<file path="config.mk">
export PLATFORM = sky130hd
export DESIGN_NAME = maskable_interrupt_acceptance
export DESIGN_NICKNAME = d
export VERILOG_FILES = /design/src/verilog/irq_accept_pkg.sv /design/src/verilog/maskable_interrupt_acceptance.sv
export SDC_FILE = /design/constraint.sdc
export NUM_CORES = 1
export LEC_CHECK = 0
export ABC_CLOCK_PERIOD_IN_PS = 57600
export BUFFER_PORTS_ARGS = -buffer_cell sky130_fd_sc_hd__buf_2
export CAP_MARGIN = 20
export CORE_UTILIZATION = 45
export CTS_CLUSTER_DIAMETER = 40
export CTS_CLUSTER_SIZE = 14
export DETAILED_ROUTE_END_ITERATION = 12
export GPL_TIMING_DRIVEN = 0
export SLEW_MARGIN = 20
export SYNTH_ARGS = -nofsm -noshare
export SYNTH_HDL_FRONTEND = slang
export SYNTH_SLANG_ARGS = --single-unit
</file>
<file path="constraint.sdc">
create_clock -name ref_clk -period 57.6 [get_ports ref_clk]
set_input_delay 2.88 -clock ref_clk [delete_from_list [all_inputs] [get_ports ref_clk]]
set_output_delay 2.88 -clock ref_clk [all_outputs]
set_load 0.05 [all_outputs]
</file>
<file path="src/verilog/irq_accept_pkg.sv">
// constants, state codes and carrier types of the maskable interrupt acceptance block.
// assumes a single 40 MHz cpu clock and one register port in the same domain.
package irq_accept_pkg;

    // register port
    localparam int          REG_ADDR_W        = 8;
    localparam int          REG_DATA_W        = 16;
    localparam logic [7:0]  FLAG_WORD_OFFSET  = 8'h00;
    localparam logic [7:0]  CTRL_BASE_OFFSET  = 8'h40;

    // processor flag word layout
    localparam int          FLG_D_BIT         = 2;
    localparam int          FLG_I_BIT         = 6;
    localparam int          FLG_U_BIT         = 7;
    localparam int          FLG_IPL_LSB       = 12;
    localparam int          LEVEL_W           = 3;
    localparam logic [15:0] FLAG_WORD_RESET   = 16'h0000;
    localparam logic [15:0] FLAG_WRITE_MASK   = 16'h70ff;

    // per-source control register layout
    localparam int          CTRL_PRIO_LSB     = 0;
    localparam int          CTRL_PEND_BIT     = 3;
    localparam logic [2:0]  PRIO_RESET        = 3'h0;

    // sources and entry sequence
    localparam int          NUM_SOURCES       = 29;
    localparam int          PC_W              = 20;
    localparam int          NUM_W             = 6;
    localparam logic [5:0]  FIRST_PERIPH_NUM  = 6'h03;
    localparam logic [5:0]  USTACK_SWINT_LO   = 6'h20;
    localparam logic [5:0]  USTACK_SWINT_HI   = 6'h3f;
    localparam logic [19:0] INFO_ADDR         = 20'h00000;

    typedef enum logic [6:0]
    {
        SEQ_IDLE     = 7'h01,
        SEQ_INFO     = 7'h02,
        SEQ_SAVE     = 7'h04,
        SEQ_FLAGS    = 7'h08,
        SEQ_PUSH_FLG = 7'h10,
        SEQ_PUSH_PC  = 7'h20,
        SEQ_SET_IPL  = 7'h40
    } seq_state_t;

    typedef struct packed
    {
        logic        valid;
        logic        isPc;
        logic [19:0] data;
    } stack_push_t;

    typedef struct packed
    {
        logic        readStrobe;
        logic [19:0] addr;
    } info_fetch_t;

endpackage

</file>
<file path="src/verilog/maskable_interrupt_acceptance.sv">
// acceptance logic and entry sequence for maskable interrupts of the cpu core.
// assumes request pulses and sequencer strobes come from logic on ref_clk; register port
// strobes are one cycle long and never both high.
//
// How it works
// - global enable one admits, zero blocks all; software interrupt entries ignore it
// - global enable is cleared by reset
// - source request sets its pending bit
// - accepted request clears its pending bit
// - software zero clears pending, one ignored
// - accept needs enable, pending, level above threshold
// - three-bit level, zero disables the source
// - threshold n admits n+1 up, seven blocks
// - enable, pending, levels, threshold stored independently
// - concurrent requests survive control register rewrites
// - arbitrate at instruction end, enter next cycle
// - string and accumulate ops are suspended immediately
// - read info at address zero, then clear
// - flag word captured in hidden temporary register
// - entry clears enable, debug, stack select flags; software entries 32..63 keep stack select
// - push captured flags, then program counter
// - load accepted level into threshold, then vector
// - equal levels resolved by fixed hardware order
// - per-source control registers, enable/threshold in flags
//
// Our own choices: the strobed register port and the register addresses.
`timescale 1ns/100ps

module maskable_interrupt_acceptance
    import irq_accept_pkg::*;
#(
    parameter int NSRC = NUM_SOURCES
)
(
    input  wire logic                  ref_clk,
    input  wire logic                  rstn,
    input  wire logic [REG_ADDR_W-1:0] regAddr,
    input  wire logic [REG_DATA_W-1:0] regWdata,
    input  wire logic                  regWrite,
    input  wire logic                  regRead,
    output      logic [REG_DATA_W-1:0] regRdata,
    input  wire logic [NSRC-1:0]       reqPulse,
    input  wire logic                  instrDone,
    input  wire logic                  interruptibleOp,
    input  wire logic                  swIntReq,
    input  wire logic [NUM_W-1:0]      swIntNum,
    input  wire logic [PC_W-1:0]       pcValue,
    output      info_fetch_t           infoFetch,
    output      stack_push_t           stackPush,
    output      logic                  vectorFetch,
    output      logic [NUM_W-1:0]      vectorNum,
    output      logic                  suspendOp,
    output      logic                  seqBusy,
    output      logic [REG_DATA_W-1:0] processorFlagWord
);

    localparam int SRC_W = (NSRC > 1) ? $clog2(NSRC) : 1;

    typedef struct packed
    {
        logic             found;
        logic [SRC_W-1:0] idx;
        logic [2:0]       level;
    } arb_t;

    typedef struct packed
    {
        seq_state_t                  seq;
        logic [REG_DATA_W-1:0]       processor_flag_word;
        logic [REG_DATA_W-1:0]       tempFlg;
        logic [NSRC-1:0]             pend;
        logic [NSRC-1:0][LEVEL_W-1:0] prio;
        logic [SRC_W-1:0]            sel;
        logic [LEVEL_W-1:0]          selLevel;
        logic                        swEntry;
        logic [NUM_W-1:0]            num;
        logic [REG_DATA_W-1:0]       rdata;
        info_fetch_t                 info;
        stack_push_t                 push;
        logic                        vecStrobe;
        logic                        suspend;
    } state_t;

    state_t cur;
    state_t next_cur;
    arb_t   winner;

    // level zero never beats any threshold, and no level beats seven, so both
    // disable cases fall out of the strict compare with no extra logic
    function automatic logic outranks
    (
        input logic [LEVEL_W-1:0] level,
        input logic [LEVEL_W-1:0] cpu_priority_threshold,
        input logic               haveBest,
        input logic [LEVEL_W-1:0] bestLevel
    );
        return (level > cpu_priority_threshold) && (!haveBest || level >= bestLevel);
    endfunction

    function automatic arb_t arbitrate
    (
        input logic [NSRC-1:0]              pend,
        input logic [NSRC-1:0][LEVEL_W-1:0] prio,
        input logic [LEVEL_W-1:0]           cpu_priority_threshold
    );
        arb_t best;
        best = '0;
        // descending scan with >= lets the lowest index win a tie
        for (int i = NSRC - 1; i >= 0; i--)
        begin
            if (pend[i] && outranks(prio[i], cpu_priority_threshold, best.found, best.level))
            begin
                best.found = 1'b1;
                best.idx   = SRC_W'(i);
                best.level = prio[i];
            end
        end
        return best;
    endfunction

    function automatic logic isCtrlAddr
    (
        input logic [REG_ADDR_W-1:0] addr
    );
        return (addr >= CTRL_BASE_OFFSET) && ({1'b0, addr - CTRL_BASE_OFFSET} < (REG_ADDR_W + 1)'(NSRC));
    endfunction

    function automatic logic [SRC_W-1:0] ctrlIndex
    (
        input logic [REG_ADDR_W-1:0] addr
    );
        logic [REG_ADDR_W-1:0] off;
        off = addr - CTRL_BASE_OFFSET;
        return off[SRC_W-1:0];
    endfunction

    // number reported for a peripheral source; software entries carry their own
    function automatic logic [NUM_W-1:0] periphNumber
    (
        input logic [SRC_W-1:0] idx
    );
        return FIRST_PERIPH_NUM + NUM_W'(idx);
    endfunction

    // only software entries numbered 32..63 keep the stack select flag
    function automatic logic keepsUserStack
    (
        input logic             swEntry,
        input logic [NUM_W-1:0] num
    );
        return swEntry && (num >= USTACK_SWINT_LO) && (num <= USTACK_SWINT_HI);
    endfunction

    // entry step three: enable and debug go low, stack select too unless kept
    function automatic logic [REG_DATA_W-1:0] entryFlags
    (
        input logic [REG_DATA_W-1:0] processor_flag_word,
        input logic                  keepU
    );
        logic [REG_DATA_W-1:0] res;
        res            = processor_flag_word;
        res[FLG_I_BIT] = 1'b0;
        res[FLG_D_BIT] = 1'b0;
        if (!keepU)
        begin
            res[FLG_U_BIT] = 1'b0;
        end
        return res;
    endfunction

    // control word as software reads it: level low, pending above, all else zero
    function automatic logic [REG_DATA_W-1:0] ctrlWord
    (
        input logic [LEVEL_W-1:0] level,
        input logic               pending
    );
        logic [REG_DATA_W-1:0] word;
        word                           = '0;
        word[CTRL_PRIO_LSB +: LEVEL_W] = level;
        word[CTRL_PEND_BIT]            = pending;
        return word;
    endfunction

    logic [LEVEL_W-1:0] curIpl;
    logic               curIFlag;
    logic               boundary;
    logic               flagHit;
    logic               ctrlHit;
    logic [SRC_W-1:0]   ctrlIdx;

    assign curIpl   = cur.processor_flag_word[FLG_IPL_LSB +: LEVEL_W];
    assign curIFlag = cur.processor_flag_word[FLG_I_BIT];
    assign winner   = arbitrate(cur.pend, cur.prio, curIpl);
    assign boundary = instrDone || interruptibleOp;
    assign flagHit  = (regAddr == FLAG_WORD_OFFSET);
    assign ctrlHit  = isCtrlAddr(regAddr);
    assign ctrlIdx  = ctrlIndex(regAddr);

    always_comb
    begin
        next_cur           = cur;
        next_cur.info      = '0;
        next_cur.push      = '0;
        next_cur.vecStrobe = 1'b0;
        next_cur.suspend   = 1'b0;

        // register writes; the sequence steps below are applied after and win on the flag word
        if (regWrite)
        begin
            if (flagHit)
            begin
                next_cur.processor_flag_word = regWdata & FLAG_WRITE_MASK;
            end
            else if (ctrlHit)
            begin
                next_cur.prio[ctrlIdx] = regWdata[CTRL_PRIO_LSB +: LEVEL_W];
                if (!regWdata[CTRL_PEND_BIT])
                begin
                    next_cur.pend[ctrlIdx] = 1'b0;
                end
            end
        end

        // one clocked read answer; unmapped addresses and the temporary register read zero
        next_cur.rdata = '0;
        if (regRead)
        begin
            if (flagHit)
            begin
                next_cur.rdata = cur.processor_flag_word;
            end
            else if (ctrlHit)
            begin
                next_cur.rdata = ctrlWord(cur.prio[ctrlIdx], cur.pend[ctrlIdx]);
            end
        end

        case (cur.seq)
            SEQ_IDLE:
            begin
                if (instrDone && swIntReq)
                begin
                    // software interrupt instructions ignore the enable flag and the levels
                    next_cur.seq     = SEQ_INFO;
                    next_cur.swEntry = 1'b1;
                    next_cur.num     = swIntNum;
                    next_cur.info.readStrobe = 1'b1;
                    next_cur.info.addr       = INFO_ADDR;
                end
                else if (boundary && curIFlag && winner.found)
                begin
                    next_cur.seq      = SEQ_INFO;
                    next_cur.swEntry  = 1'b0;
                    next_cur.sel      = winner.idx;
                    next_cur.selLevel = winner.level;
                    next_cur.num      = periphNumber(winner.idx);
                    next_cur.info.readStrobe = 1'b1;
                    next_cur.info.addr       = INFO_ADDR;
                    next_cur.suspend  = interruptibleOp && !instrDone;
                end
            end
            SEQ_INFO:
            begin
                // the clear follows the info read by one step
                if (!cur.swEntry)
                begin
                    next_cur.pend[cur.sel] = 1'b0;
                end
                next_cur.seq = SEQ_SAVE;
            end
            SEQ_SAVE:
            begin
                next_cur.tempFlg = next_cur.processor_flag_word;
                next_cur.seq     = SEQ_FLAGS;
            end
            SEQ_FLAGS:
            begin
                next_cur.processor_flag_word        = entryFlags(next_cur.processor_flag_word, keepsUserStack(cur.swEntry, cur.num));
                next_cur.push.valid = 1'b1;
                next_cur.push.isPc  = 1'b0;
                next_cur.push.data  = PC_W'(cur.tempFlg);
                next_cur.seq  = SEQ_PUSH_FLG;
            end
            SEQ_PUSH_FLG:
            begin
                next_cur.push.valid = 1'b1;
                next_cur.push.isPc  = 1'b1;
                next_cur.push.data  = pcValue;
                next_cur.seq  = SEQ_PUSH_PC;
            end
            SEQ_PUSH_PC:
            begin
                if (!cur.swEntry)
                begin
                    next_cur.processor_flag_word[FLG_IPL_LSB +: LEVEL_W] = cur.selLevel;
                end
                next_cur.seq = SEQ_SET_IPL;
            end
            SEQ_SET_IPL:
            begin
                next_cur.vecStrobe = 1'b1;
                next_cur.seq       = SEQ_IDLE;
            end
            default:
            begin
                next_cur.seq = SEQ_IDLE;
            end
        endcase

        // a request in the same cycle as any clear keeps its pending bit; this also covers
        // read-modify-write instructions that rewrite a control register
        next_cur.pend = next_cur.pend | reqPulse;
    end

    always_ff @(posedge ref_clk or negedge rstn)
    begin
        if (!rstn)
        begin
            cur          <= '0;
            cur.seq      <= SEQ_IDLE;
            cur.processor_flag_word      <= FLAG_WORD_RESET;
            cur.prio     <= {NSRC{PRIO_RESET}};
        end
        else
        begin
            cur <= next_cur;
        end
    end

    assign regRdata          = cur.rdata;
    assign infoFetch         = cur.info;
    assign stackPush         = cur.push;
    assign vectorFetch       = cur.vecStrobe;
    assign vectorNum         = cur.num;
    assign suspendOp         = cur.suspend;
    assign seqBusy           = (cur.seq != SEQ_IDLE);
    assign processorFlagWord = cur.processor_flag_word;

endmodule
</file>
Word-level counts from Yosys, hierarchy flattened:

Index checks and enable logic that the tools add are counted.

* register bits after elaboration: 231
* input bits: 86
* output and inout port bits: 84

* add/sub/neg operators: 2
* order comparisons: 65
* eq/ne operators: 9
* mux-type cells: 68
* bitwise gates (word level): 7
* reductions and logical operators: 129

Operators with widths (number)
* two-way mux 116 bit: 3
* two-way mux 9 bit: 29
* bitwise mux 87 bit: 1
* greater-than comparator 3 bit: 29
* two-way mux 29 bit: 3
* >= comparator 3 bit: 28
* logical AND 1 bit: 66
* two-way mux 16 bit: 4
* two-way mux 21 bit: 3
* bitwise AND 29 bit: 2
* NOT 29 bit: 2
* one-hot mux 22 bit (2 select lines): 1
* one-hot mux 7 bit (6 select lines): 1
* logical NOT 1 bit: 29
* logical OR 1 bit: 29
* OR 29 bit: 1
* two-way mux 7 bit: 4
* binary-select mux 3 bit (select 5 bit): 1
* demux 3 bit (select 5 bit): 1
* less-than comparator 5 x 6 -> 1 bit, second input constant: 2
* two-way mux 3 bit: 4
* demux 1 bit (select 5 bit): 2
* >= comparator 5 x 1 -> 1 bit, second input constant: 2
* >= comparator 8 x 7 -> 1 bit, second input constant: 1
* other kinds (23): 32

Longest topological paths before layout:

Gate-level depths: netlist (run 1).

* depth after elaboration: 147
* mapped depth: 219
* depth with buffers taken out: 216

Worst setup path after synthesis (run 1):

No wires, ideal clock.

* kind: reg-to-reg
* start point: register cur (netlist bit processorFlagWord[14])
* end point: register cur (netlist bit vectorNum[4])
* library setup time: 77 ps
* data arrival time: 40027 ps
* data required time: 57523 ps
* setup slack: 17496 ps
* stages on the path, launching flop included: 216
* path buffers: 4
* clock period less this slack: 40104 ps
* path through: dfrtp_1 -> inv_1 -> ha_1 -> a31oi_1 -> and3_1 -> buf_4 -> nand2_1 -> ha_1 -> o21ai_0 -> a21o_1 -> a21oi_2 -> mux2_2 -> ha_1 -> o21ai_0 -> o2bb2ai_1 -> a21boi_2 -> nor2_1 -> a21oi_1 -> [180 not listed] -> a211oi_1 -> nor3_1 -> buf_2 -> nor2_1 -> mux2i_1 -> nand2_1 -> ha_1 -> nand2b_1 -> a21o_1 -> a21oi_1 -> a21boi_2 -> nor2_1 -> nand2_1 -> ha_1 -> nor3b_1 -> xor2_1 -> nand3_1 -> a21oi_1

* word-level cells in the longest chain between the ends: 146
* elaborated cells on any way between the ends: 205
* those cells by class: add/sub: 1; order compare: 57; mux: 31; reduce/logical: 116

RTL lines
* start, declared: RTL line maskable_interrupt_acceptance.sv:84 `state_t cur;`
* start signal, assigned: RTL line maskable_interrupt_acceptance.sv:326 `cur <= next_cur;`
* greater-than comparator 3 bit: RTL line maskable_interrupt_acceptance.sv:97 `return (level > cpu_priority_threshold) && (!haveBest || level >= bestLevel);`
* logical AND 1 bit: RTL line maskable_interrupt_acceptance.sv:111 `if (pend[i] && outranks(prio[i], cpu_priority_threshold, best.found, best.level))`
* two-way mux 9 bit: RTL line maskable_interrupt_acceptance.sv:111
* >= comparator 3 bit or logical NOT 1 bit (tied branches): RTL line maskable_interrupt_acceptance.sv:97
* logical OR 1 bit: RTL line maskable_interrupt_acceptance.sv:97
* logical AND 1 bit: RTL line maskable_interrupt_acceptance.sv:97
* logical AND 1 bit: RTL line maskable_interrupt_acceptance.sv:111
* two-way mux 9 bit: RTL line maskable_interrupt_acceptance.sv:111
* [130 not listed]
* >= comparator 3 bit or logical NOT 1 bit (tied branches): RTL line maskable_interrupt_acceptance.sv:97
* logical OR 1 bit: RTL line maskable_interrupt_acceptance.sv:97
* logical AND 1 bit: RTL line maskable_interrupt_acceptance.sv:97
* logical AND 1 bit: RTL line maskable_interrupt_acceptance.sv:111
* two-way mux 9 bit (*): RTL line maskable_interrupt_acceptance.sv:111
* adder 2 x 5 -> 6 bit or logical AND 1 bit (tied branches): RTL line maskable_interrupt_acceptance.sv:142, maskable_interrupt_acceptance.sv:250
* two-way mux 7 bit or nonzero test 2 bit (tied branches)
* two-way mux 7 bit or AND reduction 2 bit (tied branches)

Every way passes the cells marked *; elsewhere a longest branch is shown, timed or not. The select of a mux whose other input is x is not followed.
A chain may end at the register's enable or synchronous reset.

Worst setup path in the final report (run 1):

* start point: register cur (netlist bit processorFlagWord[12])
* end point: register cur (netlist bit vectorNum[4])

The elaborated chain is that of the path after synthesis.

==> reports/metrics.cfg, run 1 <==
[min_path]
min-delay-start = cur[204]
hold_depth = 2
hold_path.class = register to register

[power_and_ir_drop]
p_leak_nw = 8.90
ir_worst_vdd_v = 0.0000207
total_power_uw = 577
p_per_area_mw_per_mm2 = 30.4

[floorplanning]
core_mm2 = 0.0355
fp-row-count = 69
fp.dieH_um = 192
die_x_um = 192
pin_count = 170
die_area_mm2 = 0.0367
start_util_pct = 45.6

[synth]
yosysTopAreaCell = dfrtp_1
syn-cell-area_mm2 = 0.0162
synth_ff_type = dfrtp_1
yosysSeqAreaShare_pct = 32.6
yosys.area_share.simple_pct = 18.6
synth-adder-area-share_pct = 10.5
synthMuxAreaShare_pct = 10.9
yosys.cell_types.count = 104
yosys-top-cells-count = dfrtp_1 (210), nand2_1 (205), ha_1 (124)
ys_ff_latch = 211
syn_inst = 1772
post-synth-top-count-cell = dfrtp_1
synth_top_area_share_pct = 32.5
synth_edf_count = 0
synth-compound-area-share_pct = 20.2
synth_top_family_by_area = compound AO/OA/AOI/OAI gates
synth_area_leaders = dfrtp_1 (32%), ha_1 (9.6%), mux2_2 (6.1%)
syn_avg_cell_area_um2 = 9.14
synth_warnings = 0
synthArstFlopShare_pct = 100
synth-xor-area-share_pct = 0.162

[clock_network]
clkSinkCount = 211
numCtsBuffers = 35
post-cts-setup-buffer-count = 0
cts_hold_buf = 0
ctsResizeCount = 0
clk_pin_slew_ns = 0.06
clkLatencyLatePin_ns = 0.53
cts_root_buf = clkbuf_16
ctsHtreeMaxLevel = 2
cts_tree = done
cts.path.max_buffers = 3

[placement]
place_hpwl_mm = 38.8
place.gp.congestion = 0.928
place_area_mm2 = 0.0177
portBuffers = 140

[worst_setup_path]
crit_path_end_kind = register
critPathArrivalTime_ns = 46.13
rr_worst_depth = 213
cp.required_ns = 58.03
startpoint_type = register
slowest_stage = dfrtp_2
crit-reg2reg-launch = processorFlagWord[12]
critical_path_class = register to register
cp_common_cell = ha_1
path_max_fanout = 17
cp-startpoint = processorFlagWord[12]
cpPeakStageDelay_ns = 0.70

[global_routing]
grt_pass1_vias = 13500
antenna_found_initial = 2
grt_max_degree = 85
grt_pass1_wl_mm = 77.8
track_usage_pct = 27.7
grt-ovfl-total = 0

[sta]
setup_tns_ns = 0
tightest_slew_ns = 1.02
final-hold-violation-count = 0
setup-violations-final = 0
period_needed_ns = 45.70
rsz0062_at_grt = false
drv_slew = 0
slew_headroom_pct = 32.0
skew_ns = 0.0293
fin_crit_sh_pct = 79.3
timing.fmax_mhz = 21.9

[detailed_routing]
met2_length_mm = 23.3
drt_wl_total_mm = 50.6
viasPerCell = 5.85
wl_per_cell_um = 20.6
met3_wirelength_mm = 3.18
firstDrtPassIters = 7
top_layer = met5
wl_met1_mm = 22.6
vias = 14400
drt_iter0_drc = 1029
drc_errors = 0
final_antenna_net_count = 0

[outcome]
status = finished, final reports clean

[cells_and_area]
syn2layout_area_growth_pct = 17.0
nNetsFinal = 2184
post-route-util_pct = 53.4
drive_above_1_share_pct = 24.7
fin_area_mm2 = 0.0189

[job]
maxCapViolations = 0

## kinds of logic (layout without fill, tap and decap cells)
kind of cell,count (synthesis),count (layout)
other cells,1,21
flops,211,211
buf+inv,220,430
xor+xnor,3,3
fa+ha+maj,138,138
simple gates,603,603
mux,130,130
compound gates,466,466
## cells in the final DEF (no fill, tap or decap), types with 62 or more instances in the layout
| cell | synthesis | final |
|---|---|---|
| dfrtp_1 | 210 | 209 |
| nand2_1 | 205 | 205 |
| buf_2 | 2 | 141 |
| ha_1 | 124 | 124 |
| o21ai_0 | 108 | 108 |
| nor2_1 | 101 | 101 |
| inv_1 | 94 | 92 |
| mux2_2 | 87 | 87 |
| buf_4 | 82 | 83 |
| a21oi_1 | 80 | 80 |
| nand3_1 | 62 | 62 |
## area by class of cell
class / count / area (um2)
inverter: 95 / 357
clock inverter: 19 / 249
multi-input combinational: 1360 / 9840
antenna: 1 / 2.50
tap: 461 / 577
buffer: 125 / 788
timing repair buffer: 146 / 856
fill: 3251 / 16500
sequential: 211 / 5280
clock buffer: 45 / 995
## per-layer routing
layer	GRT usage, %	up-vias
met4	9.80	2
li1	-	6784
met1	38.4	7038
met3	3.80	92
met5	0	-
met2	44.0	482
## per-stage QoR
stage,setup WS [ns],hold WS (ns),cells
final,11.90,0.472,2463
after global routing,7.94,0.508,2463
after CTS,12.14,0.478,2462
after detailed placement,12.31,0.463,2398
after global placement,11.94,0.458,2392
after floorplan,17.50,0.446,1791
## power by group
group          switching, mW  internal, mW  leakage, nW
Clock                 0.0785         0.142        0.607
Sequential            0.0116         0.160         2.59
Combinational          0.113        0.0717         5.71
Total                  0.203         0.374         8.90
## path summary, 6_finish.rpt
kind                                  to  slack [ns]
hold / removal                  cur[204]        0.47
setup / recovery            vectorNum[4]       11.90
hold reg to reg                 cur[204]        0.47
max in group asynchronous      async pin       54.16
setup reg to reg            vectorNum[4]       11.90
min in group asynchronous  stackPush[18]        2.24
## critical path: cells and delay by family, from the launching register on
| kind | cells | cell delay [ns] |
|---|---|---|
| buf+inv | 10 | 1.60 |
| flops | 1 | 0.70 |
| mux | 16 | 5.79 |
| fa+ha+maj | 39 | 11.07 |
| simple gates | 66 | 10.02 |
| compound gates | 81 | 16.11 |
| xor+xnor | 1 | 0.17 |
No activity file was read; power rests on OpenSTA's default activity.
==> inputs of run 2 (changes only) <==
--- a/config.mk
+++ b/config.mk
@@ -5,7 +5,7 @@
 export SDC_FILE = /design/constraint.sdc
 export NUM_CORES = 1
 export LEC_CHECK = 0
-export ABC_CLOCK_PERIOD_IN_PS = 57600
+export ABC_CLOCK_PERIOD_IN_PS = 41600
 export BUFFER_PORTS_ARGS = -buffer_cell sky130_fd_sc_hd__buf_2
 export CAP_MARGIN = 20
 export CORE_UTILIZATION = 45
@@ -13,6 +13,7 @@
 export CTS_CLUSTER_SIZE = 14
 export DETAILED_ROUTE_END_ITERATION = 12
 export GPL_TIMING_DRIVEN = 0
+export PLACE_DENSITY = 0.66
 export SLEW_MARGIN = 20
 export SYNTH_ARGS = -nofsm -noshare
 export SYNTH_HDL_FRONTEND = slang
==> constraint.sdc (replaced) <==
create_clock -name ref_clk -period 41.6 [get_ports ref_clk]
set_input_delay 2.08 -clock ref_clk [delete_from_list [all_inputs] [get_ports ref_clk]]
set_output_delay 2.08 -clock ref_clk [all_outputs]
set_load 0.05 [all_outputs]
==> run 2 against run 1 <==
Compared with the run above:
- core utilization is 3.1 points higher
- final area is 5.7% higher
- register-to-register slack worse by 10 ns
- sequential share of layout area is 1.5 points lower
- sequential cell count stayed put
- clock skew is 0.0084 ns lower
- power is 44% higher
- critical path depth is 3 higher
- highest routed layer is now met4
- largest cell class unchanged
- fmax is 14% higher
==> reports/metrics.cfg, run 2 (synthesis gave the netlist of run 1 again) <==
[outcome]
status = finished, final reports clean

[floorplanning]
die_area_mm2 = 0.0367
start_util_pct = 45.6
pin_count = 170
fp.dieH_um = 192
fp-row-count = 69
die_x_um = 192
core_mm2 = 0.0355

[global_routing]
grt_max_degree = 92
track_usage_pct = 27.1
grt_pass1_wl_mm = 77.3
antenna_found_initial = 0
grt-ovfl-total = 0
grt_pass1_vias = 13900

[detailed_routing]
drc_errors = 0
drt_wl_total_mm = 51.0
wl_per_cell_um = 20.2
vias = 14900
firstDrtPassIters = 8
drt_iter0_drc = 1408
final_antenna_net_count = 0
viasPerCell = 5.90

[placement]
pre_cts_slack_ns = -3.91
portBuffers = 140
place_hpwl_mm = 37.4
place.gp.congestion = 0.967

[power_and_ir_drop]
ir_worst_vdd_v = 0.0000317
switching_share_pct = 35.8
p_leak_nw = 9.40
p_clk_share_pct = 32.2
seq_power_share_pct = 28.6
power.internal_uw = 534
p_per_area_mw_per_mm2 = 41.5
power.switching_uw = 298
combPwrFrac_pct = 39.2

[clock_network]
cts.path.max_buffers = 3
clkLatencyLatePin_ns = 0.56
cts_tree = done
clkSinkCount = 211
numCtsBuffers = 28
ctsHtreeMaxLevel = 1
clk_pin_slew_ns = 0.07
cts_root_buf = clkbuf_16

[cells_and_area]
fillerInstances = 3099
final_common_cell = dfrtp_1
syn2layout_area_growth_pct = 23.7
drive_above_1_share_pct = 31.8
most-common-layout-cells = dfrtp_1 (207), nand2_1 (199), buf_4 (154), buf_2 (140), ha_1 (119)
diodes = 0
nNetsFinal = 2249

[sta]
drv_slew = 0
skew_ns = 0.0209
whs_ns = 0.476
timing.fmax_mhz = 24.9
tightest_slew_ns = 0.994
fin_ws_ns = 1.40
fin_crit_sh_pct = 96.6
final-hold-violation-count = 0
slew_headroom_pct = 33.7
period_needed_ns = 40.20
setup-violations-final = 0

[worst_setup_path]
critPathArrivalTime_ns = 40.68
cp.required_ns = 42.08
r2r_setup_slack_ns = 1.40
critical_path_class = register to register
crit_path_end_kind = register
startpoint_type = register
cpPeakStageDelay_ns = 0.43
slowest_stage = or3_4
cp_common_cell = ha_1
path_max_fanout = 15

[job]
maxCapViolations = 0

[min_path]
hold_path.class = register to register

run 2: worst max-delay path: cells and delay by family (launching register included):
kind,cells,cell delay (ns)
adder cells (fa/ha/maj),39,11.03
XOR/XNOR,1,0.16
multiplexers,16,5.04
buffers and inverters,12,1.44
AO/OA/AOI/OAI,76,12.56
AND/OR/NAND/NOR,72,9.40
flip-flops,1,0.38
run 2: layer usage:
metal	track usage, %	up-vias	share of wire (%)
li1	-	6922	-
met1	36.5	7238	43
met2	43.9	612	46
met3	4.60	116	7.4
met4	8.97	0	3.6
met5	0	-	0
run 2: what timing repair did:
item | in CTS | in global routing
pin swaps | 21 | 66
endpoints found under the setup margin | 13 | 13
gates resized for setup | 66 | 92
cloned | 2 | 0
hold buffers | 0 | 0
setup buffers | 32 | 42
run 2: final timing paths:
path | endpoint | from | cells past startpoint
min in group asynchronous | async pin | rstn | 1
min reg2reg | cur[206] | cur[206] | 2
max in group asynchronous | processorFlagWord[12] | rstn | 2
min | cur[206] | cur[206] | 2
max reg2reg | vectorNum[4] | processorFlagWord[14] | 216
max | vectorNum[4] | processorFlagWord[14] | 216
run 2: stage by stage:
stage | util (%) | instances | total power, mW | TNS, ns | instance area (um2)
after global routing | 56.5 | 2522 | 0.873 | -1.77 | 20000
final | 56.5 | 2522 | 0.832 | 0 | 20000
after floorplan | - | 1791 | 0.424 | 0 | 16300
after global placement | 49.4 | 2392 | 0.483 | -41.50 | 17500
after CTS | 54.3 | 2480 | 0.787 | 0 | 19300
after detailed placement | 49.7 | 2395 | 0.492 | -42.54 | 17600
run 2: cell type report:
cell class | instances | area (um2) | share of cell area (%)
Clock inverter | 19 | 303 | 1.51
Sequential cell | 211 | 5290 | 26.4
Timing Repair Buffer | 217 | 1360 | 6.79
Inverter | 95 | 399 | 1.99
Buffer | 124 | 795 | 3.97
Multi-Input combinational cell | 1360 | 10500 | 52.5
Tap cell | 461 | 577 | 2.88
Clock buffer | 33 | 769 | 3.84
Timing Repair inverter | 2 | 17.5 | 0.0874
run 2: power by group through the flow:
stage	clock [mW]	sequential (mW)	combinational [mW]
global route	0.280	0.240	0.353
floorplan	0	0.235	0.189
CTS	0.271	0.237	0.280
finish	0.268	0.238	0.326
global placement	0	0.240	0.243
detailed placement	0	0.241	0.251
